File: src/design/hrif_defs.vh
// Constants for the host register interface: strap codes, serial frame
// layout, local register addresses and pin-configuration fields.
// Assumes inclusion by bare name from design files under design/.
`ifndef HRIF_DEFS_VH
`define HRIF_DEFS_VH

// ----------------------------------------------------------------------
// Interface-select strap codes
// ----------------------------------------------------------------------
`define HRIF_MODE_SS_MUX 3'h2
`define HRIF_MODE_SS_NMUX 3'h3
`define HRIF_MODE_STB_NMUX 3'h4
`define HRIF_MODE_SPI_LSB 3'h5
`define HRIF_MODE_STB_MUX 3'h6
`define HRIF_MODE_SPI_MSB 3'h7
`define HRIF_MODE_RESET 3'h0

// ----------------------------------------------------------------------
// Serial frame: one direction bit, nine address bits, eight data bits
// ----------------------------------------------------------------------
`define HRIF_SPI_ADDR_END 5'h0A
`define HRIF_SPI_FRAME_END 5'h12

// ----------------------------------------------------------------------
// Locally held registers
// ----------------------------------------------------------------------
`define HRIF_IRQCFG_ADDR 9'h1F0
`define HRIF_MODE_ADDR 9'h1F1
`define HRIF_IRQCFG_RESET 8'h00

// Field positions inside irq_pin_config
`define HRIF_IRQCFG_POL 0
`define HRIF_IRQCFG_OD 1
`define HRIF_IRQCFG_GPO 2
`define HRIF_IRQCFG_GPV 3

// Parallel read: cycles the bus is driven before ready goes low
`define HRIF_RD_LAT 2'h2

`endif

File: src/design/hrif_regmem.v
// Register storage for the host port: one write port, one read port.
// Assumes a single clock; read data leaves through a register.
`timescale 1ns/10ps

module hrif_regmem #(
  parameter AW = 9,
  parameter DW = 8
) (
  // Clock, reset, enable
  input wire core_clk_in,
  input wire resetn_in,
  input wire ce_in,
  // Write port
  input wire wr_en_in,
  input wire [AW-1:0] wr_addr_in,
  input wire [DW-1:0] wr_data_in,
  // Read port
  input wire [AW-1:0] rd_addr_in,
  output reg [DW-1:0] rd_data_out
);

  // Storage array; contents are undefined until software writes them
  reg [DW-1:0] mem_q [0:(1<<AW)-1];

  // ----------------------------------------------------------------------
  // Write side
  // ----------------------------------------------------------------------
  // No reset on the array so it maps onto plain RAM
  always @(posedge core_clk_in) begin
    if (ce_in && wr_en_in) begin
      mem_q[wr_addr_in] <= wr_data_in;
    end
  end

  // ----------------------------------------------------------------------
  // Registered read
  // ----------------------------------------------------------------------
  always @(posedge core_clk_in or negedge resetn_in) begin
    if (!resetn_in) begin
      rd_data_out <= {DW{1'b0}};
    end else if (ce_in) begin
      rd_data_out <= mem_q[rd_addr_in];
    end
  end

endmodule

File: src/design/hrif_host_port.v
// Host register port: parallel (separate or data strobe, muxed or not)
// and serial access to a 512-byte register space, and the irq pin.
// Assumes host pins are asynchronous to core_clk_in and the serial
// clock is far slower than the core clock.
`timescale 1ns/10ps
`include "hrif_defs.vh"

module hrif_host_port #(
  parameter AW = 9,
  parameter DW = 8
) (
  // Clock, reset, enable
  input wire core_clk_in,
  input wire resetn_in,
  input wire ce_in,
  // Mode straps
  input wire [2:0] host_if_select_in,
  // Parallel control pins
  input wire cs_n_in,
  input wire ale_in,
  input wire wr_n_rw_in,
  input wire rd_n_data_strobe_n_in,
  input wire [AW-1:0] addr_in,
  // Shared address/data pins
  input wire [DW-1:0] ad_in,
  output reg [DW-1:0] ad_out,
  output reg ad_oe_out,
  output reg rdy_n_out,
  // Serial pins
  input wire sclk_in,
  input wire sdi_in,
  input wire cpha_in,
  input wire cpol_in,
  output reg sdo_out,
  output reg sdo_oe_out,
  // Interrupt source and pin
  input wire core_irq_in,
  output reg irq_out,
  output reg irq_oe_out,
  // Captured mode for the rest of the device
  output reg [2:0] mode_out
);

  // ----------------------------------------------------------------------
  // Mode decode helpers
  // ----------------------------------------------------------------------
  function is_spi;
    input [2:0] m;
    begin
      is_spi = (m == `HRIF_MODE_SPI_LSB) || (m == `HRIF_MODE_SPI_MSB);
    end
  endfunction

  // Mode classes of the captured straps
  wire mode_mux = (mode_out == `HRIF_MODE_SS_MUX) ||
                  (mode_out == `HRIF_MODE_STB_MUX);
  wire mode_stb = (mode_out == `HRIF_MODE_STB_NMUX) ||
                  (mode_out == `HRIF_MODE_STB_MUX);
  wire mode_par = (mode_out[2:1] != 2'h0) && !is_spi(mode_out);

  // ----------------------------------------------------------------------
  // Pin synchronisers: three stages, accept when stages two and three agree
  // ----------------------------------------------------------------------
  localparam NP = 8 + AW + DW;
  wire [NP-1:0] pin_raw;
  wire [NP-1:0] pin_f;  // Filtered pin levels
  reg [NP-1:0] pin_fp_q;  // Filtered levels one cycle back

  assign pin_raw = {cs_n_in, ale_in, wr_n_rw_in, rd_n_data_strobe_n_in,
                    sclk_in, sdi_in, cpha_in, cpol_in, addr_in, ad_in};

  genvar gi;
  generate
    for (gi = 0; gi < NP; gi = gi + 1) begin : g_sync
      reg s1_q;
      reg s2_q;
      reg s3_q;
      reg f_q;
      // Reset to one: idle level of chip select and the strobes
      always @(posedge core_clk_in or negedge resetn_in) begin
        if (!resetn_in) begin
          s1_q <= 1'b1;
          s2_q <= 1'b1;
          s3_q <= 1'b1;
          f_q <= 1'b1;
        end else if (ce_in) begin
          s1_q <= pin_raw[gi];
          s2_q <= s1_q;
          s3_q <= s2_q;
          if (s2_q == s3_q) begin
            f_q <= s3_q;
          end
        end
      end
      assign pin_f[gi] = f_q;
    end
  endgenerate

  // Named views of the filtered pins
  wire cs_n_f = pin_f[NP-1];
  wire ale_f = pin_f[NP-2];
  wire wr_f = pin_f[NP-3];
  wire rd_f = pin_f[NP-4];
  wire sclk_f = pin_f[NP-5];
  wire sdi_f = pin_f[NP-6];
  wire cpha_f = pin_f[NP-7];
  wire cpol_f = pin_f[NP-8];
  wire [AW-1:0] a_f = pin_f[AW+DW-1:DW];
  wire [DW-1:0] ad_f = pin_f[DW-1:0];
  wire sclk_p = pin_fp_q[NP-5];

  // ----------------------------------------------------------------------
  // Strap capture: first enabled cycle after reset release
  // ----------------------------------------------------------------------
  reg strap_done_q;
  always @(posedge core_clk_in or negedge resetn_in) begin
    if (!resetn_in) begin
      strap_done_q <= 1'b0;
      mode_out <= `HRIF_MODE_RESET;
      pin_fp_q <= {NP{1'b1}};
    end else if (ce_in) begin
      pin_fp_q <= pin_f;
      if (!strap_done_q) begin
        strap_done_q <= 1'b1;
        mode_out <= host_if_select_in;
      end
    end
  end

  // ----------------------------------------------------------------------
  // Parallel cycle decode
  // ----------------------------------------------------------------------
  reg [AW-1:0] addr_q;  // Address latch
  reg [DW-1:0] wdat_q;  // Data held while the write strobe is low
  reg par_wr_prev_q;
  reg [1:0] rd_cnt_q;
  reg par_rd;
  reg par_wr;
  wire par_en = strap_done_q && mode_par;

  // Bus activity only counts with chip select low
  always @* begin
    par_rd = 1'b0;
    par_wr = 1'b0;
    if (par_en && !cs_n_f) begin
      if (mode_stb) begin
        par_rd = !rd_f && wr_f;
        par_wr = !rd_f && !wr_f;
      end else begin
        par_rd = !rd_f;
        par_wr = !wr_f;
      end
    end
  end

  // Commit on the trailing edge of the write strobe, data from last cycle
  wire par_commit = par_wr_prev_q && !par_wr;

  // ----------------------------------------------------------------------
  // Parallel datapath
  // ----------------------------------------------------------------------
  wire [DW-1:0] mem_rdata;
  reg [DW-1:0] rd_word;

  always @(posedge core_clk_in or negedge resetn_in) begin
    if (!resetn_in) begin
      addr_q <= {AW{1'b0}};
      wdat_q <= {DW{1'b0}};
      par_wr_prev_q <= 1'b0;
      rd_cnt_q <= 2'h0;
      ad_out <= {DW{1'b0}};
      ad_oe_out <= 1'b0;
      rdy_n_out <= 1'b1;
    end else if (ce_in) begin
      par_wr_prev_q <= par_wr;
      // Latch is transparent while enable is high
      if (par_en && ale_f) begin
        if (mode_mux) begin
          addr_q <= {a_f[AW-1], ad_f};
        end else begin
          addr_q <= a_f;
        end
      end
      if (par_wr) begin
        wdat_q <= ad_f;
      end
      // Drive the bus only during reads
      ad_oe_out <= par_rd;
      ad_out <= par_rd ? rd_word : {DW{1'b0}};
      if (!par_rd) begin
        rd_cnt_q <= 2'h0;
      end else if (rd_cnt_q != `HRIF_RD_LAT) begin
        rd_cnt_q <= rd_cnt_q + 2'h1;
      end
      // Ready once read data is on the pins or the write is held
      rdy_n_out <= !((par_rd && rd_cnt_q == `HRIF_RD_LAT) || par_wr);
    end
  end

  // ----------------------------------------------------------------------
  // Serial slave
  // ----------------------------------------------------------------------
  reg [4:0] bit_cnt_q;  // Bits sampled in this frame
  reg spi_rw_q;  // One means read
  reg [AW-1:0] spi_addr_q;
  reg [DW-1:0] spi_data_q;
  wire spi_en = strap_done_q && is_spi(mode_out);
  wire spi_sel = spi_en && !cs_n_f;
  wire lsb_first = (mode_out == `HRIF_MODE_SPI_LSB);
  // Leading edge leaves the idle level set by polarity
  wire sclk_edge = (sclk_f != sclk_p);
  wire lead_edge = sclk_edge && (sclk_p == cpol_f);
  // Sample edge picked by phase, the other edge shifts out
  wire samp_edge = cpha_f ? (sclk_edge && !lead_edge) : lead_edge;
  wire shift_edge = sclk_edge && !samp_edge;
  wire [4:0] data_idx = bit_cnt_q - `HRIF_SPI_ADDR_END;
  wire [2:0] out_idx = lsb_first ? data_idx[2:0] : 3'h7 - data_idx[2:0];
  // Last sample seen; the write waits a cycle for the final data bit
  wire spi_last = spi_sel && samp_edge && !spi_rw_q &&
                  bit_cnt_q == `HRIF_SPI_FRAME_END - 5'h1;
  reg spi_commit_q;  // Serial write strobe, one cycle

  // Serial clock comes only from the host; it is sampled here
  always @(posedge core_clk_in or negedge resetn_in) begin
    if (!resetn_in) begin
      bit_cnt_q <= 5'h00;
      spi_rw_q <= 1'b0;
      spi_addr_q <= {AW{1'b0}};
      spi_data_q <= {DW{1'b0}};
      sdo_out <= 1'b0;
      sdo_oe_out <= 1'b0;
      spi_commit_q <= 1'b0;
    end else if (ce_in) begin
      sdo_oe_out <= spi_sel;
      spi_commit_q <= spi_last;
      if (!spi_sel) begin
        // Frame ends with chip select
        bit_cnt_q <= 5'h00;
        sdo_out <= 1'b0;
      end else begin
        if (samp_edge && bit_cnt_q != `HRIF_SPI_FRAME_END) begin
          bit_cnt_q <= bit_cnt_q + 5'h01;
          // Direction, then address, then data
          if (bit_cnt_q == 5'h00) begin
            spi_rw_q <= sdi_f;
          end else if (bit_cnt_q < `HRIF_SPI_ADDR_END) begin
            if (lsb_first) begin
              spi_addr_q <= {sdi_f, spi_addr_q[AW-1:1]};
            end else begin
              spi_addr_q <= {spi_addr_q[AW-2:0], sdi_f};
            end
          end else if (lsb_first) begin
            spi_data_q <= {sdi_f, spi_data_q[DW-1:1]};
          end else begin
            spi_data_q <= {spi_data_q[DW-2:0], sdi_f};
          end
        end
        // Read data goes out one bit per shift edge
        if (shift_edge && spi_rw_q && bit_cnt_q >= `HRIF_SPI_ADDR_END &&
            bit_cnt_q != `HRIF_SPI_FRAME_END) begin
          sdo_out <= rd_word[out_idx];
        end
      end
    end
  end

  // ----------------------------------------------------------------------
  // Register storage and locally held registers
  // ----------------------------------------------------------------------
  reg [DW-1:0] irq_cfg_q;  // irq_pin_config
  wire mem_we = par_commit || spi_commit_q;
  wire [AW-1:0] mem_addr = spi_en ? spi_addr_q : addr_q;
  wire [DW-1:0] mem_wdata = spi_en ? spi_data_q : wdat_q;

  // Mode register reads back the captured straps
  always @* begin
    if (mem_addr == `HRIF_MODE_ADDR) begin
      rd_word = {{(DW-3){1'b0}}, mode_out};
    end else if (mem_addr == `HRIF_IRQCFG_ADDR) begin
      rd_word = irq_cfg_q;
    end else begin
      rd_word = mem_rdata;
    end
  end

  hrif_regmem #(.AW(AW), .DW(DW)) u_mem (
    .core_clk_in(core_clk_in),
    .resetn_in(resetn_in),
    .ce_in(ce_in),
    .wr_en_in(mem_we),
    .wr_addr_in(mem_addr),
    .wr_data_in(mem_wdata),
    .rd_addr_in(mem_addr),
    .rd_data_out(mem_rdata)
  );

  // ----------------------------------------------------------------------
  // Interrupt pin
  // ----------------------------------------------------------------------
  wire irq_act = irq_cfg_q[`HRIF_IRQCFG_GPO] ?
                 irq_cfg_q[`HRIF_IRQCFG_GPV] : core_irq_in;
  wire irq_lvl = irq_cfg_q[`HRIF_IRQCFG_POL] ? irq_act : !irq_act;

  // Open drain only ever pulls low; the pin floats otherwise
  always @(posedge core_clk_in or negedge resetn_in) begin
    if (!resetn_in) begin
      irq_cfg_q <= `HRIF_IRQCFG_RESET;
      irq_out <= 1'b1;
      irq_oe_out <= 1'b0;
    end else if (ce_in) begin
      if (mem_we && mem_addr == `HRIF_IRQCFG_ADDR) begin
        irq_cfg_q <= mem_wdata;
      end
      irq_out <= irq_cfg_q[`HRIF_IRQCFG_OD] ? 1'b0 : irq_lvl;
      irq_oe_out <= irq_cfg_q[`HRIF_IRQCFG_OD] ? !irq_lvl : 1'b1;
    end
  end

endmodule

File: config.mk
export PLATFORM = sky130hd
export DESIGN_NAME = hrif_host_port
export DESIGN_NICKNAME = d
export VERILOG_FILES = /design/src/design/hrif_regmem.v /design/src/design/hrif_host_port.v
export VERILOG_INCLUDE_DIRS = /design/src /design/src/design
export SDC_FILE = /design/constraint.sdc
export NUM_CORES = 2
export LEC_CHECK = 0
export BUFFER_PORTS_ARGS = -buffer_cell sky130_fd_sc_hd__buf_2
export CAP_MARGIN = 20
export CORE_MARGIN = 3
export CORE_UTILIZATION = 26
export CTS_CLUSTER_DIAMETER = 60
export CTS_CLUSTER_SIZE = 14
export DETAILED_ROUTE_END_ITERATION = 6
export GPL_ROUTABILITY_DRIVEN = 0
export PLACE_DENSITY = 0.42
export SLEW_MARGIN = 25
export SYNTH_ARGS = -nofsm -noshare
export SYNTH_HDL_FRONTEND = slang
export SYNTH_SLANG_ARGS = --single-unit
File: constraint.sdc
create_clock -name core_clk_in -period 14.1 [get_ports core_clk_in]
set_input_delay 2.115 -clock core_clk_in [delete_from_list [all_inputs] [get_ports core_clk_in]]
set_output_delay 2.115 -clock core_clk_in [all_outputs]
set_load 0.02 [all_outputs]
==> flow_metrics.py <==
metrics = {
    "pwr": {
        "internal_power_uw": 25200,
        "switchingPower_uw": 16300,
        "p_leak_uw": 0.0671,
        "swShare_pct": 39.3,
        "peakVddDrop_mv": 0.195,
        "p_clk_share_pct": 28.8,
        "power_frac_seq_pct": 38.2,
        "p_comb_share_pct": 32.9,
        "p_per_area_nw_per_um2": 208,
    },
    "routing": {
        "routed_wl_um": 697000,
        "avgRoutedWirePerCell_um": 32.1,
        "dr.pass1.iters": 7,
        "drc": 1,
        "via_per_inst": 5.08,
        "drtAntennaViolNets": 0,
        "vias": 110000,
        "first_iter_violations": 13500,
    },
    "run": {
        "maxCapViolations": 0,
    },
    "synthesis": {
        "synth-seq-cells": 4275,
        "yosys_most_used_dff": "edfxtp_1",
        "synth_cell_types": 90,
        "synth-seq-area-share_pct": 73.8,
        "synthCells": 12400,
        "synth_nets": 12500,
        "syn_area_sq_um": 173000,
        "ys_async_sr_fraction_pct": 4.19,
        "syn_avg_cell_area_sq_um": 13.9,
        "synth_edf_count": 4096,
        "synth_warnings": 0,
    },
    "floorplan": {
        "fp.dieH_um": 822,
        "io_pins": 49,
        "chipWidth_um": 822,
        "initial_utilization_pct": 26.2,
        "std_cell_rows": 298,
        "core_area_sq_um": 661000,
        "die_area_sq_um": 675000,
    },
    "critical_path": {
        "crit_fanout": 78,
        "cp.arrival_ps": 8760,
        "crit_required_ps": 15020,
        "endpoint_kind": "register",
        "start_kind": "register",
        "crit_type": "reg -> reg",
    },
    "cts": {
        "ctsResizeCount": 0,
        "htreeDepth": 5,
        "tritoncts": "done",
        "cts_made_buffers": 422,
        "cts.path.max_buffers": 4,
        "clk_latency_ps": 1060,
        "cts.sinks": 4275,
        "holdBufCountCts": 0,
        "clk_transition_reported_paths_ps": 60,
        "cts_setup_buffers": 0,
        "cts_root_buf": "clkbuf_16",
    },
    "finish": {
        "drive_above_1_share_pct": 11.9,
        "area_growth_pct": 15.1,
        "stdcell_area_sq_um": 199000,
        "fin_util_pct": 30.1,
        "finalNetCount": 12500,
    },
    "outcome": {
        "status": "finished, violations left",
        "violations": "design-rule violations",
    },
    "place": {
        "place_area_sq_um": 185000,
        "hpwl_um": 431000,
        "io_buffers": 48,
    },
    "timing": {
        "fmax_ghz": 0.128,
        "whs_ps": 478,
        "slew_headroom_pct": 17.9,
        "fin_crit_sh_pct": 55.6,
        "skew_ps": 110,
        "worstMarginPinSlew_ps": 1220,
        "finalCriticalPeriod_ps": 7840,
        "tns_ps": 0,
        "hold_viol": 0,
        "rsz0062_at_grt": "no",
        "finalSetupViolCount": 0,
        "drv_slew": 0,
    },
    "worst_hold_path": {
        "hold_class": "reg -> reg",
    },
    "global_route": {
        "grt_pass1_vias": 104000,
        "grt_max_degree": 169,
        "antenna_found_initial": 80,
        "gr-total-overflow": 0,
        "grt_pass1_wl_um": 941000,
        "grt_use_total_pct": 19.8,
    },
}
## cell usage in the layout, fill, tap and decap left out, types with 51 or more instances in the layout
cell / count
a211oi_1: 203
clkinv_1: 51
nand2_1: 2591
clkbuf_16: 425
buf_4: 329
a31oi_1: 113
o22ai_1: 119
clkinv_2: 63
edfxtp_1: 4096
mux2_2: 77
and3_1: 54
inv_1: 128
a21oi_1: 407
mux2i_1: 1014
nor2_1: 527
nand3_1: 1144
bufinv_16: 55
nor2_2: 80
dfrtp_1: 74
o21ai_0: 198
nand4_1: 68
dfstp_2: 103
## kinds of logic after synthesis
group / after synthesis / synth area share [%]
AOI/OAI and AO/OA: 1365 / 5.09
xor gates and xnor gates: 7 / 0.0354
adders and majority gates: 8 / 0.0579
buffers and inverters: 929 / 2.72
DFF: 4275 / 73.8
muxes: 1130 / 6.77
and+or+nand+nor: 4718 / 11.6
## final timing paths
| kind | start | to | slack, ps | depth (start not counted) |
|---|---|---|---|---|
| max | mode_out[0] | u_mem.rd_data_out[4] | 6260 | 16 |
| min | irq_out | irq_out | 480 | 1 |
| max reg2reg | mode_out[0] | u_mem.rd_data_out[4] | 6260 | 16 |
| min reg2reg | irq_out | irq_out | 480 | 1 |
| max in group asynchronous | resetn_in | wdat_q[3] | 11680 | 2 |
| min in group asynchronous | resetn_in | ad_oe_out | 1080 | 1 |
## routing by layer
layer / GRT usage (%) / vias up / wire length [um]
li1: - / 46400 / -
met1: 28.1 / 58100 / 305000
met2: 30.5 / 4690 / 311000
met3: 3.42 / 932 / 52800
met4: 7.13 / 32 / 28700
met5: 0 / - / 230
## area by class of cell
cell class / instances / area, sq um
Fill cell: 66300 / 462000
Antenna cell: 22 / 55.1
Multi-Input combinational cell: 7228 / 41900
Clock inverter: 273 / 3380
Timing Repair Buffer: 423 / 3570
Inverter: 130 / 488
Tap cell: 8850 / 11100
Clock buffer: 482 / 10900
Sequential cell: 4275 / 128000
## synth_stat cells, types with 70 or more instances
| cell type | n | area share (%) |
|---|---|---|
| mux2_2 | 82 | 0.53 |
| nor2_1 | 606 | 1.3 |
| a21oi_1 | 407 | 1.2 |
| nand2_1 | 2628 | 5.7 |
| o21ai_0 | 204 | 0.59 |
| a211oi_1 | 204 | 0.89 |
| clkbuf_1 | 226 | 0.49 |
| dfrtp_1 | 76 | 1.1 |
| mux2i_1 | 1022 | 5.9 |
| dfstp_2 | 103 | 1.6 |
| buf_1 | 70 | 0.15 |
| buf_4 | 108 | 0.47 |
| edfxtp_1 | 4096 | 71 |
| o22ai_1 | 120 | 0.43 |
| nand3_1 | 1149 | 3.3 |
| buf_2 | 347 | 1.0 |
| a31oi_1 | 114 | 0.41 |
| inv_1 | 128 | 0.28 |
## sequential cells by signal, summed over array words and instances (netlist names), 2 cells and up
register and cells:
ad_out 8, addr_q 9, bit_cnt_q 5, g_sync.f_q 21, g_sync.s1_q 25, g_sync.s2_q 25, g_sync.s3_q 25, irq_cfg_q 8
mode_out 3, rd_cnt_q 2, spi_addr_q 9, spi_data_q 8, u_mem.mem_q 4096, u_mem.rd_data_out 8, wdat_q 8
## power groups by stage
stage               sequential, uW  combinational [uW]  clock, uW
floorplan                    17100                6610          0
global placement             16100               13500          0
detailed placement           16100               13600          0
CTS                          15800               13600      12100
global route                 15800               14100      12600
finish                       15800               13700      12000
## through the flow
| stage | std cells | setup slack (ps) | power (uW) |
|---|---|---|---|
| finish | 21700 | 6260 | 41500 |
| global route | 21700 | 6110 | 42500 |
| CTS | 21700 | 6240 | 41500 |
| detailed placement | 20900 | 6280 | 29700 |
| global placement | 20900 | 5650 | 29600 |
| floorplan | 12400 | 4900 | 23700 |
## worst max-delay path, cell delays in order, from the launching register on
cell	delay, ps
dfrtp_1	530
nand3_4	300
buf_4	460
buf_12	470
a21o_4	700
buf_4	740
buf_4	740
buf_4	710
mux2i_1	260
mux2i_1	90
o22ai_1	350
a2111oi_4	160
buf_4	210
a2111oi_1	950
buf_4	240
nand4_1	110
o41a_1	360
Note: power is estimated with default switching activity, not from simulation.
